==> src/rtl/ccp_unit_pkg.sv <==
// Purpose: constants shared by the compare and pwm unit
// Assumes: 40 MHz system clock, Avalon-MM byte addresses
// Notes: register byte address is four times its index
package ccp_unit_pkg;
  // timing: one timer step is four oscillator periods
  localparam int CLK_PERIOD_NS = 25;
  localparam int OSC_PERIOD_NS = 25;
  localparam int STEP_NS = 4 * OSC_PERIOD_NS;
  localparam int STEP_CYCLES = STEP_NS / CLK_PERIOD_NS;
  localparam logic [1:0] Q_LAST = 2'(STEP_CYCLES - 1);
  // register indexes
  localparam logic [7:0] IDX_INTERRUPT_CONTROL = 8'h0b;
  localparam logic [7:0] IDX_PERIPHERAL_FLAGS_ONE = 8'h0c;
  localparam logic [7:0] IDX_TIMER1_COUNT_LOW = 8'h0e;
  localparam logic [7:0] IDX_TIMER1_COUNT_HIGH = 8'h0f;
  localparam logic [7:0] IDX_TIMER1_SETUP = 8'h10;
  localparam logic [7:0] IDX_TIMER2_COUNTER = 8'h11;
  localparam logic [7:0] IDX_TIMER2_SETUP = 8'h12;
  localparam logic [7:0] IDX_MATCH_VALUE_LOW = 8'h15;
  localparam logic [7:0] IDX_MATCH_VALUE_HIGH = 8'h16;
  localparam logic [7:0] IDX_UNIT_CONTROL = 8'h17;
  localparam logic [7:0] IDX_PORT_C_DIRECTION = 8'h87;
  localparam logic [7:0] IDX_PERIPHERAL_ENABLES_ONE = 8'h8c;
  localparam logic [7:0] IDX_TIMER2_PERIOD = 8'h92;
  // reset values
  localparam logic [7:0] RST_ZERO = 8'h00;
  localparam logic [7:0] RST_DIRECTION = 8'hff;
  localparam logic [7:0] RST_PERIOD = 8'hff;
  // field positions
  localparam int BIT_TIMER1_OVF = 0;
  localparam int BIT_TIMER2_FLAG = 1;
  localparam int BIT_UNIT_EVENT = 2;
  localparam int BIT_TIMER1_ON = 0;
  localparam int BIT_TIMER2_ON = 2;
  localparam int BIT_UNIT_PIN = 2;
  // mode select encodings
  localparam logic [3:0] MODE_OFF = 4'h0;
  localparam logic [3:0] MODE_SET = 4'h8;
  localparam logic [3:0] MODE_CLEAR = 4'h9;
  localparam logic [3:0] MODE_FLAG = 4'ha;
  localparam logic [3:0] MODE_TRIG = 4'hb;
  localparam logic [1:0] MODE_PWM_TOP = 2'h3;
  localparam logic [1:0] MODE_CMP_TOP = 2'h2;
endpackage

==> src/rtl/compare_and_pwm_unit.sv <==
// Purpose: compare and pwm unit with its timers and register file
// Assumes: inputs synchronous to clk_sys; Avalon-MM slave, 32-bit data, low byte used
// Notes: capture modes are accepted but do nothing
`timescale 1ns/1ps
`default_nettype none
module compare_and_pwm_unit #(
  parameter bit SECOND_UNIT = 1'b0
) (
  input wire logic clk_sys,
  input wire logic resetn,
  input wire logic [9:0] address,
  input wire logic read,
  input wire logic write,
  input wire logic [31:0] writedata,
  output logic [31:0] readdata,
  output logic waitrequest,
  input wire logic adc_enable,
  output logic adc_start,
  output logic unit_pin_out,
  output logic unit_pin_oe_n
);
  import ccp_unit_pkg::*;

  typedef struct packed {
    logic [7:0] interrupt_control;
    logic [7:0] peripheral_flags_one;
    logic [7:0] peripheral_enables_one;
    logic [7:0] timer1_setup;
    logic [7:0] timer2_setup;
    logic [7:0] port_c_direction;
    logic [7:0] pr2;
    logic [7:0] timer2_counter;
    logic [15:0] timer1_count;
    logic [7:0] ccpr_l;
    logic [7:0] ccpr_h;
    logic [7:0] ctrl;
    logic [1:0] low2;
    logic [1:0] q;
    logic [2:0] t1_pre;
    logic [3:0] t2_pre;
    logic [3:0] t2_post;
    logic t1_eq;
    logic pin;
    logic adc_start;
    logic waitrequest;
    logic [7:0] rdata;
  } state_s;

  state_s s;
  state_s next_s;
  logic acc_wr;
  logic cmp_hit;
  logic t2_roll;
  logic duty_eq;
  logic pwm;
  logic [3:0] mode;

  // byte address of a register index
  function automatic logic reg_at(input logic [9:0] a, input logic [7:0] idx);
    reg_at = (a == {idx, 2'b00});
  endfunction

  // last prescaler count for the timer2 prescale select
  function automatic logic [3:0] t2_pre_last(input logic [1:0] ps);
    t2_pre_last = ps[1] ? 4'hf : (ps[0] ? 4'h3 : 4'h0);
  endfunction

  // next state
  always_comb begin
    logic [7:0] wd;
    logic tick;
    logic set_ev;
    logic set_t1ov;
    logic set_t2;
    logic [1:0] lowb;
    wd = writedata[7:0];
    tick = 1'b0;
    set_ev = 1'b0;
    set_t1ov = 1'b0;
    set_t2 = 1'b0;
    lowb = 2'b00;
    next_s = s;
    mode = s.ctrl[3:0];
    pwm = (mode[3:2] == MODE_PWM_TOP);
    acc_wr = write && !s.waitrequest;
    t2_roll = 1'b0;
    next_s.adc_start = 1'b0;

    // bus handshake: one wait cycle, then one answer cycle
    next_s.waitrequest = !((read || write) && s.waitrequest);

    // quarter-step counter: timers advance once per four clocks
    next_s.q = s.q + 2'd1;
    tick = (s.q == Q_LAST);

    // timer1 with its prescaler
    if (s.timer1_setup[BIT_TIMER1_ON] && tick) begin
      if (s.t1_pre == 3'((4'd1 << s.timer1_setup[5:4]) - 4'd1)) begin
        next_s.t1_pre = 3'd0;
        next_s.timer1_count = s.timer1_count + 16'h0001;
        set_t1ov = (s.timer1_count == 16'hffff);
      end else begin
        next_s.t1_pre = s.t1_pre + 3'd1;
      end
    end

    // timer2, prescaler 1/4/16, wrap after the period match
    if (s.timer2_setup[BIT_TIMER2_ON] && tick) begin
      if (s.t2_pre == t2_pre_last(s.timer2_setup[1:0])) begin
        next_s.t2_pre = 4'h0;
        if (s.timer2_counter == s.pr2) begin
          t2_roll = 1'b1;
          next_s.timer2_counter = RST_ZERO;
          // postscaler gates only the timer2 flag
          if (s.t2_post == s.timer2_setup[6:3]) begin
            next_s.t2_post = 4'h0;
            set_t2 = 1'b1;
          end else begin
            next_s.t2_post = s.t2_post + 4'h1;
          end
        end else begin
          next_s.timer2_counter = s.timer2_counter + 8'h01;
        end
      end else begin
        next_s.t2_pre = s.t2_pre + 4'h1;
      end
    end

    // compare: one hit per arrival at equality
    next_s.t1_eq = (s.timer1_count == {s.ccpr_h, s.ccpr_l});
    cmp_hit = (mode[3:2] == MODE_CMP_TOP) && next_s.t1_eq && !s.t1_eq;
    if (cmp_hit) begin
      set_ev = 1'b1;
      case (mode)
        MODE_SET: next_s.pin = 1'b1;
        MODE_CLEAR: next_s.pin = 1'b0;
        MODE_FLAG: next_s.pin = s.pin;
        MODE_TRIG: begin
          next_s.timer1_count = 16'h0000;
          next_s.t1_pre = 3'd0;
          set_t1ov = 1'b0;
          next_s.adc_start = SECOND_UNIT && adc_enable;
        end
        default: next_s.pin = s.pin;
      endcase
    end

    // pwm: low bits from quarter clock or timer2 prescaler, as they stand after this edge
    case (s.timer2_setup[1:0])
      2'b00: lowb = next_s.q;
      2'b01: lowb = next_s.t2_pre[1:0];
      default: lowb = next_s.t2_pre[3:2];
    endcase
    // match on the coming count so the high time is exactly duty steps, not one clock more
    duty_eq = ({s.ccpr_h, s.low2} == {next_s.timer2_counter, lowb});
    if (pwm) begin
      if (t2_roll) begin
        next_s.pin = ({s.ccpr_l, s.ctrl[5:4]} != 10'h000);
        next_s.ccpr_h = s.ccpr_l;
        next_s.low2 = s.ctrl[5:4];
      end else if (duty_eq) begin
        // a duty past the period never gets here
        next_s.pin = 1'b0;
      end
    end

    // register writes
    if (acc_wr) begin
      if (reg_at(address, IDX_INTERRUPT_CONTROL)) next_s.interrupt_control = wd;
      if (reg_at(address, IDX_PERIPHERAL_FLAGS_ONE)) next_s.peripheral_flags_one = wd;
      if (reg_at(address, IDX_PERIPHERAL_ENABLES_ONE)) next_s.peripheral_enables_one = wd;
      if (reg_at(address, IDX_TIMER1_COUNT_LOW)) next_s.timer1_count[7:0] = wd;
      if (reg_at(address, IDX_TIMER1_COUNT_HIGH)) next_s.timer1_count[15:8] = wd;
      if (reg_at(address, IDX_TIMER1_SETUP)) next_s.timer1_setup = {2'b00, wd[5:0]};
      if (reg_at(address, IDX_PORT_C_DIRECTION)) next_s.port_c_direction = wd;
      if (reg_at(address, IDX_TIMER2_PERIOD)) next_s.pr2 = wd;
      if (reg_at(address, IDX_MATCH_VALUE_LOW)) next_s.ccpr_l = wd;
      // active duty is read-only while in pwm
      if (reg_at(address, IDX_MATCH_VALUE_HIGH) && !pwm) next_s.ccpr_h = wd;
      if (reg_at(address, IDX_TIMER2_COUNTER)) begin
        next_s.timer2_counter = wd;
        next_s.t2_pre = 4'h0;
        next_s.t2_post = 4'h0;
      end
      if (reg_at(address, IDX_TIMER2_SETUP)) begin
        next_s.timer2_setup = {1'b0, wd[6:0]};
        next_s.t2_pre = 4'h0;
        next_s.t2_post = 4'h0;
      end
      if (reg_at(address, IDX_UNIT_CONTROL)) next_s.ctrl = {2'b00, wd[5:0]};
    end

    // unit off holds the output latch low; port data is not touched
    if (next_s.ctrl[3:0] == MODE_OFF) begin
      next_s.pin = 1'b0;
      next_s.t1_eq = 1'b0;
    end

    // flag sets win over a software write in the same cycle
    next_s.peripheral_flags_one[BIT_UNIT_EVENT] = next_s.peripheral_flags_one[BIT_UNIT_EVENT] | set_ev;
    next_s.peripheral_flags_one[BIT_TIMER1_OVF] = next_s.peripheral_flags_one[BIT_TIMER1_OVF] | set_t1ov;
    next_s.peripheral_flags_one[BIT_TIMER2_FLAG] = next_s.peripheral_flags_one[BIT_TIMER2_FLAG] | set_t2;

    // read data captured on the request's first cycle
    if (read && s.waitrequest) begin
      next_s.rdata = RST_ZERO;
      if (reg_at(address, IDX_INTERRUPT_CONTROL)) next_s.rdata = s.interrupt_control;
      if (reg_at(address, IDX_PERIPHERAL_FLAGS_ONE)) next_s.rdata = s.peripheral_flags_one;
      if (reg_at(address, IDX_PERIPHERAL_ENABLES_ONE)) next_s.rdata = s.peripheral_enables_one;
      if (reg_at(address, IDX_TIMER1_COUNT_LOW)) next_s.rdata = s.timer1_count[7:0];
      if (reg_at(address, IDX_TIMER1_COUNT_HIGH)) next_s.rdata = s.timer1_count[15:8];
      if (reg_at(address, IDX_TIMER1_SETUP)) next_s.rdata = s.timer1_setup;
      if (reg_at(address, IDX_TIMER2_COUNTER)) next_s.rdata = s.timer2_counter;
      if (reg_at(address, IDX_TIMER2_SETUP)) next_s.rdata = s.timer2_setup;
      if (reg_at(address, IDX_MATCH_VALUE_LOW)) next_s.rdata = s.ccpr_l;
      if (reg_at(address, IDX_MATCH_VALUE_HIGH)) next_s.rdata = s.ccpr_h;
      if (reg_at(address, IDX_UNIT_CONTROL)) next_s.rdata = s.ctrl;
      if (reg_at(address, IDX_PORT_C_DIRECTION)) next_s.rdata = s.port_c_direction;
      if (reg_at(address, IDX_TIMER2_PERIOD)) next_s.rdata = s.pr2;
    end
  end

  // state register
  always_ff @(posedge clk_sys or negedge resetn) begin
    if (!resetn) begin
      s <= '0;
      s.port_c_direction <= RST_DIRECTION;
      s.pr2 <= RST_PERIOD;
      s.waitrequest <= 1'b1;
    end else begin
      s <= next_s;
    end
  end

  // outputs straight from flops; pin driven while direction bit is low
  assign readdata = {24'h00_0000, s.rdata};
  assign waitrequest = s.waitrequest;
  assign adc_start = s.adc_start;
  assign unit_pin_out = s.pin;
  assign unit_pin_oe_n = s.port_c_direction[BIT_UNIT_PIN];
endmodule
`default_nettype wire

==> config.mk <==
export PLATFORM = sky130hd
export DESIGN_NAME = compare_and_pwm_unit
export DESIGN_NICKNAME = d
export VERILOG_FILES = /design/src/rtl/ccp_unit_pkg.sv /design/src/rtl/compare_and_pwm_unit.sv
export SDC_FILE = /design/constraint.sdc
export NUM_CORES = 1
export LEC_CHECK = 0
export BUFFER_PORTS_ARGS = -buffer_cell sky130_fd_sc_hd__buf_4
export CELL_PAD_IN_SITES_DETAIL_PLACEMENT = 0
export CELL_PAD_IN_SITES_GLOBAL_PLACEMENT = 1
export CORE_MARGIN = 4
export CORE_UTILIZATION = 51
export CTS_BUF_LIST = sky130_fd_sc_hd__clkbuf_8
export CTS_CLUSTER_SIZE = 40
export DETAILED_ROUTE_END_ITERATION = 12
export PLACE_DENSITY = 0.95
export SLEW_MARGIN = 5
export SYNTH_ARGS = -nofsm -noshare
export SYNTH_HDL_FRONTEND = slang
export SYNTH_SLANG_ARGS = --single-unit
==> constraint.sdc <==
create_clock -name clk_sys -period 5.8 [get_ports clk_sys]
set_clock_uncertainty 0.05 [all_clocks]
set_input_delay 1.16 -clock clk_sys [delete_from_list [all_inputs] [get_ports clk_sys]]
set_output_delay 1.16 -clock clk_sys [all_outputs]
set_load 0.02 [all_outputs]
# After elaboration in Yosys (flattened, before gate mapping)
# Cells that the tools add are included.
[op_classes]
n_addsub = 7
shift = 1
reduce_logical = 26
bitwise = 3
n_eq_ne = 27
n_mux = 68
[ops]
columns = ["operator", "count"]
rows = [
  ["2-to-1 mux 8 bit", 30],
  ["2-to-1 mux 91 bit", 1],
  ["2-to-1 mux 16 bit", 4],
  ["equality test 10 x 7 -> 1 bit, second input constant", 6],
  ["equality test 10 x 6 -> 1 bit, second input constant", 4],
  ["equality test 10 bit, second input constant", 3],
  ["2-to-1 mux 4 bit", 5],
  ["AND reduction 2 bit", 10],
  ["adder 16 x 1 -> 16 bit, second input constant", 1],
  ["equality test 16 bit", 1],
  ["equality test 16 bit, second input constant", 1],
  ["2-to-1 mux 1 bit", 15],
  ["2-to-1 mux 3 bit", 5],
  ["equality test 4 bit, second input constant", 3],
  ["2-to-1 mux 6 bit", 2],
  ["equality test 10 bit", 1],
  ["nonzero test 10 bit", 1],
  ["adder 4 x 1 -> 4 bit, second input constant", 2],
  ["adder 8 x 1 -> 8 bit, second input constant", 1],
  ["equality test 4 bit", 2],
  ["equality test 8 bit", 1],
  ["logical AND 1 bit", 8],
  ["2-to-1 mux 7 bit", 1],
  ["equality test 2 bit, second input constant", 3],
  ["14 further kinds", 21],
]
[word_totals]
out_inout_bits = 36
ff_bits = 126

# Logic depth before layout (Yosys ltp)
# Gate-level depths: netlist of run 1.
[depth]
depth_word = 14
ltp_mapped = 11

# Least setup slack after synthesis of run 1
# Ideal clock, no wire load.
[synth_timing]
kind = "input -> register"
startpoint = "input port address[3]"
endpoint = "register s, in the netlist unit_pin_out"
path_slack_ps = 2631
arrival_time_ps = 2976
setup_time_ps = 143
cell_stages = 10
path_cell_list = "buf_2 -> and4bb_1 -> buf_4 -> and3_1 -> buf_4 -> nand2_4 -> mux2_4 -> or4_1 -> o211ai_1 -> a41oi_1"
[synth_rtl]
columns = ["item", "line", "rtl"]
rows = [
  ["start: declaration", "compare_and_pwm_unit.sv:11", "input wire logic [9:0] address,"],
  ["end signal: assignment", "compare_and_pwm_unit.sv:231", "s <= next_s;"],
  ["end: declaration", "compare_and_pwm_unit.sv:49", "state_s s;"],
]

==> results.md, run 1 <==
- The via count of the first global-routing pass is about 6300.
- Buffers inserted to repair hold after CTS numbered 0.
- In this run, synthesis produced a sequential element count of between 100 and 150.
- The largest vdd supply drop is between 0.00015 and 0.0002 V.
- The count of antenna-violating nets left after detailed routing is 0.
- Along the worst path, the maximum fanout reaches 22.
- During placement, the flow inserted port buffers numbering 32.
- The clock net sink count is 125.
- Leaving out fill and tap cells, the most frequent cell in the layout is dfrtp_1.
- The count of cells resized by post-cts repair is 0.
- The most used flip-flop cell after synthesis is dfrtp_1.
- For the finished layout, the period the worst path requires is 3.400 ns.
- After clock tree synthesis, the clock-pin slew on the worst setup and hold paths is 0.08 ns.
- The vias after detailed routing is roughly 6300.
- The area of the core region is between 10000 and 15000 sq um.
- The H-tree generated during clock tree synthesis spans 4 levels.
- The starting density of the core is 0.5213.
- The detailed router finished its first iteration with 676 violations.
- For the pin with the worst max-slew slack, the measured transition is 1.141 ns.
- The sequential-to-total area share from yosys stat is 0.4157.
- The summed negative setup slack over all endpoints is 0 ns.
- Routability-driven placement finished with a final weighted congestion of 0.9682.
- The number of warning messages in the yosys log is 0.
- The number of distinct standard cells referenced by the synthesized netlist is 74.
- CTS placed an instance of clkbuf_8 at the clock tree root.
- At the worst endpoint, the arrival time is 3.65 ns.
- The flow ran to the end, and the final reports show no timing, DRC or antenna violations.
- The share of synthesized flip-flops with an asynchronous set or reset is 1.000.
- The setup path with the least slack is of type in -> reg.
- The die is roughly 130 um tall.
- The first global-routing pass estimated ~36000 um of wire.
- The die area is about 17000 sq um.
- The leakage power is 0.003537 uW.
- The mapped cell area is 7576 sq um.
- The path class of the tightest hold or removal check is reg -> reg.
- In this run the tightest slew margin relative to its limit is 0.2395.
- The global-route total usage across every layer is 0.2834.
- In the routed layout, each cell is associated on average with a via count of approximately 6.5.
- The site row count is 44.
- Yosys mapped a number of flops with a built-in enable equal to 0.
- The total power per unit cell area is 232.8 nW/um^2.
- The number of iterations in the first detailed-routing pass is 5.
- The kind of end point of the critical path is a register.
- The wire length reported by the detailed router is 23020 um.
- The final antenna diode count is 0.
- The number of hold-slack violations in the final timing report is 0.
- The area growth from synthesis to layout is 7.465%.
- The number of top-level design ports is 83.
- The reported max-cap violation count is 0.
- The number of remaining DRC errors is 0.
- Setup repair after global routing left no endpoint under its margin.
- The gate count of the mapped netlist is 780.
- Entering global routing, the biggest net connects between 80 and 90 pins.
- The mean instance size in the synthesized netlist is around 10 sq um.
- The setup fix buffers added after clock tree synthesis is 0.
- The worst setup path is launched from an input pin.
- The CTS buffer count is 17.
- The initial antenna violation count is 0.
- The floorplan step set the die width to around 130 um.
- In the final routed layout, each cell accounts on average for around 24 um.
- The source-to-sink clock delay at the later pin of the worst-skew pair is 0.46 ns.
- The HPWL after detailed placement is 16070 um.
- The core utilization of the finished layout is 0.5602.
- In the layout the commonest cells are dfrtp_1 (108), nand2_1 (70), mux2_2 (62).
- The ratio of final minimum period to clock period is 0.5863.
- The maximum operating frequency is about 290 MHz.
- The number of max-slew violations in the final report is 0.
- The required time of the critical path is 6.04 ns.
- The number of setup violations in the final report is 0.
- Global routing finished with a remaining overflow of 0.
- The final layout contains roughly 830 nets.
- The maximum buffer depth of the clock tree is 2.
- The share of cells above drive strength 1 is 0.2033.
- The TritonCTS clock tree is done.
## per-layer routing
metal  track usage  up-vias  routed length (um)
met1        0.3897     3175                9614
met5             0        -                   0
met3       0.06427       49                1953
li1              -     2799                   -
met4       0.09658        0                 622
met2        0.4453      324               10830
## path summary, 6_finish.rpt
kind                                 start                endpoint  slack [ns]  depth (start not counted)
min reg2reg                s[23]$_DFF_PN0_         s[23]$_DFF_PN0_        0.41                          1
min in group asynchronous           resetn         s[21]$_DFF_PN0_        0.85                          1
max                             address[2]  unit_pin_out$_DFF_PN0_        2.40                          8
max in group asynchronous           resetn      s[101]$_DFFE_PN0P_        3.74                          2
min                        s[23]$_DFF_PN0_         s[23]$_DFF_PN0_        0.41                          1
max reg2reg                s[67]$_DFF_PN0_  unit_pin_out$_DFF_PN0_        2.54                          7
## worst max-delay path: stages
cell and delay (ns):
buf_4 0.26, and4bb_1 0.44, and3_1 0.48, nand2_4 0.15, mux2_4 0.36, or4_1 0.56
o211ai_1 0.13, a41oi_1 0.10
## report_power, final
group	internal (uW)	switching, uW
clock	430	390
sequential	890	26.2
combinational	51.3	108
total	1370	524
## cells by family after synthesis
| group | after synthesis | synth area share |
|---|---|---|
| DFF | 125 | 0.4157 |
| and+or+nand+nor | 246 | 0.1711 |
| other | 1 | 0.0004950 |
| AOI/OAI and AO/OA | 171 | 0.1513 |
| buffers and inverters | 93 | 0.06556 |
| muxes | 86 | 0.1258 |
| xor gates and xnor gates | 52 | 0.06012 |
| adders and majority gates | 6 | 0.009909 |
## final cells by class
| type | instances | area [sq um] |
|---|---|---|
| Fill cell | 1288 | 6392 |
| Multi-Input combinational cell | 586 | 4020 |
| Sequential cell | 125 | 3149 |
| Timing Repair Buffer | 37 | 277.8 |
| Clock buffer | 17 | 234.0 |
| Tap cell | 184 | 230.2 |
| Clock inverter | 15 | 185.2 |
| Inverter | 12 | 45.04 |
## cells in the mapped netlist (all sizes together) (6+ instances only)
library cell,instances,share of area
a21oi,27,0.018
a221oi,13,0.015
a22o,11,0.013
a31oi,7,0.0058
and2,6,0.0050
and3,15,0.012
and4,6,0.0069
buf,47,0.043
clkbuf,34,0.017
dfrtp,108,0.36
dfstp,17,0.059
ha,6,0.0099
inv,12,0.0059
mux2,68,0.10
mux2i,18,0.024
nand2,71,0.036
nand3,27,0.018
nand4,17,0.014
nor2,43,0.021
nor3,19,0.013
nor4,9,0.0091
o211ai,9,0.0089
o21ai,53,0.035
or3,6,0.0050
xnor2,44,0.051
xor2,8,0.0092
## registers in the layout, indices dropped and copies added (netlist names)
register,count
mode,4
readdata,8
s,110
unit_pin_oe_n,1
unit_pin_out,1
waitrequest,1
## stage by stage
stage	cell area (sq um)	hold WS [ns]	power, uW	worst slack [ns]	instances
after global routing	8142	0.4349	1958	2.316	976
after detailed placement	7722	0.4050	1090	2.042	944
after floorplan	7666	0.3721	1035	2.631	804
after global placement	7722	0.3878	1086	2.022	944
final	8142	0.4144	1896	2.400	976
after CTS	8142	0.4142	1906	2.498	976
Power figures use the tool's default switching activity.
==> run 2: changes to the inputs <==
CORE_UTILIZATION = 43   (was 51)
PLACE_DENSITY = 0.86   (was 0.95)
clock period = 2.8 ns   (was 5.8 ns; I/O delays follow)
==> results.md, run 2 (synthesis gave the netlist of run 1 again) <==
- Registers take approximately 3100 sq um.
- The area of the core region is 17300 sq um.
- The H-tree was split into 4 levels.
- VDD sags by at most 0.0003385 V.
- Data on the critical path is required at its endpoint by approximately 3.1 ns.
- The site row count is 48.
- Before antenna repair, the detailed router went through 5 iterations.
- The height of the die is between 100 and 150 um.
- The final layout contains routed wiring with a total length of roughly 23000 um.
- Once the clock tree was built, the resizer swapped 0 gates to a different size.
- The post-layout minimum cycle time is about 2.5 ns.
- The number of top-level design ports is between 80 and 90.
- The top cell types in the final layout, fill and taps aside, are dfrtp_1 (108), buf_4 (81), nand2_1 (70).
- The initial utilization of the core area, before any placement, comes to 0.4380.
- Ranked by flip-flop count, first place goes to s.
- In the finished design, the share of the clock period the worst path needs comes to 0.8995.
- The total placed instance area is between 8000 and 9000 sq um.
- The via count of the first global-routing pass is 6120.
- The width of the die is around 140 um.
- Routability-driven placement finished with a final weighted congestion of slightly above 0.9.
- The area added between synthesis and finish is 12.95%.
- In the routed design, unresolved DRC markers number 0.
- Once layout is done, the placed cells without fillers occupy 8557 sq um.
- The number of flip-flops in the largest register is between 100 and 150.
- Leaving out fill and tap cells, the most frequent cell in the layout is dfrtp_1.
- For this run, the total global-route usage over all layers was measured as 0.2343.
- Buffers placed on the I/O ports in this run total 32.
- The initial antenna violation count is 0.
- The reported max-cap violation count is 0.
- The tree built by TritonCTS fans out to around 130 sinks.
- The routed wire length per instance is 21.60 um.
- The worst setup path category is reg -> reg.
- The number of nets in the layout is 877.
- The worst setup path is launched from a register.
- In the routed layout, each cell is associated on average with a via count of 6.029.
- The analysis attributes to cell leakage a power of ~0.0038 uW.
- The root buffer cell chosen for the clock tree is clkbuf_8.
- STA classifies the critical path endpoint as a register.
- The number of max-slew violations in the final report is 0.
- Buffers inserted to repair hold after CTS numbered 0.
- The vias after detailed routing is around 6400.
- At the later pin of the worst-skew pair, clock insertion delay measures between 0.4 and 0.5 ns.
- Clock-pin slew was measured on the worst setup and hold paths at 0.07 ns.
- Of all nets on the critical path, the largest fanout is 8.
- In this run the critical register-to-register path is launched from s[40]$_DFF_PN0_.
- For this run, the top clock speed supported by timing is 397.0 MHz.
- The measured slew at the worst slew-check pin is 0.6748 ns.
- For this run the aggregate overflow at the end of global routing stands at 0.
- The die area is 19810 sq um.
- The maximum number of pins on one net before global-route repair is roughly 130.
- The number of setup violations in the final report is 0.
- Adding up every negative setup slack in the final design gives 0 ns.
- TritonCTS built the clock tree.
- The maximum buffer depth of the clock tree is 2.
- The count of antenna-violating nets left after detailed routing is 0.
- In this run the post-CTS setup repair buffer count came out at 0.
- The final antenna diode count is 0.
- The number of filler instances in the final layout is between 1500 and 2000.
- The wire length of the first global-routing pass is about 36000 um.
- The CTS buffer count is 17.
- Of the cells placed in the final design, the portion with a size suffix greater than 1 is 0.2437.
- The source of the critical timing path is s[40]$_DFF_PN0_.
- The run finished with clean final reports.
- The area of the multi-input gates is about 4000 sq um.
- Power spread over the standard cell area amounts to 468.0 nW/um^2.
- The relative slew slack is 0.5501.
- For the worst setup path, the data arrival time is approximately 2.8 ns.
- The wire-length estimate of the detail-placed layout is 16340 um.
- The type of the tightest min-delay check is in -> async.
- After the first detailed-routing iteration, the DRC count stood at 534.
- Setup repair after global routing left no endpoint under its margin.
- The number of hold-slack violations in the final timing report is 0.
[run 2: per-layer routing]
layer	vias to the layer above	track usage	wire, um
li1	2892	-	-
met4	0	0.09230	699
met3	55	0.04071	1847
met1	3150	0.3253	9711
met5	-	0	0
met2	306	0.3657	10690
[run 2: worst max-delay path, cell delays in order, from the launching register on]
cell and delay [ns]:
dfrtp_1 0.49, xnor2_1 0.21, nand4_1 0.11, nor4_1 0.35
buf_4 0.19, and3_1 0.25, and3_1 0.27, or2_1 0.33
o21ai_1 0.13
[run 2: final timing paths]
check,to,slack [ns],cells past startpoint
max in group asynchronous,s[12]$_DFF_PN0_,2.05,2
setup / recovery,s[52]$_DFF_PN0_,0.28,8
hold reg to reg,s[23]$_DFF_PN0_,0.41,1
hold / removal,s[112]$_DFFE_PN0P_,0.15,2
min in group clk_sys,waitrequest$_DFF_PN1_,0.23,2
setup reg to reg,s[52]$_DFF_PN0_,0.28,8
[run 2: where the power goes]
part	total [uW]	switching (uW)	internal, uW
registers	1890	44.9	1850
logic	359	235	124
clock network	1760	749	1010
[run 2: area by class of cell]
| cell class | instances | area share |
|---|---|---|
| timing repair buffer | 82 | 0.07340 |
| sequential | 125 | 0.3680 |
| inverter | 12 | 0.005264 |
| clock inverter | 13 | 0.02003 |
| tap | 225 | 0.03290 |
| multi-input combinational | 586 | 0.4698 |
| clock buffer | 19 | 0.03056 |
[run 2: through the flow]
stage          cells  hold WS, ns    util  setup WS [ns]  power (uW)
6_report        1062       0.1508  0.4947         0.2813        4004
4_1_cts         1062       0.1707  0.4947         0.2902        4021
5_1_grt         1062       0.1903  0.4947        0.07460        4153
2_1_floorplan    804       0.2144       -         0.2306        2145
3_3_place_gp    1030       0.4007  0.4697         0.1533        2274
3_5_place_dp    1030       0.4071  0.4697         0.1470        2279
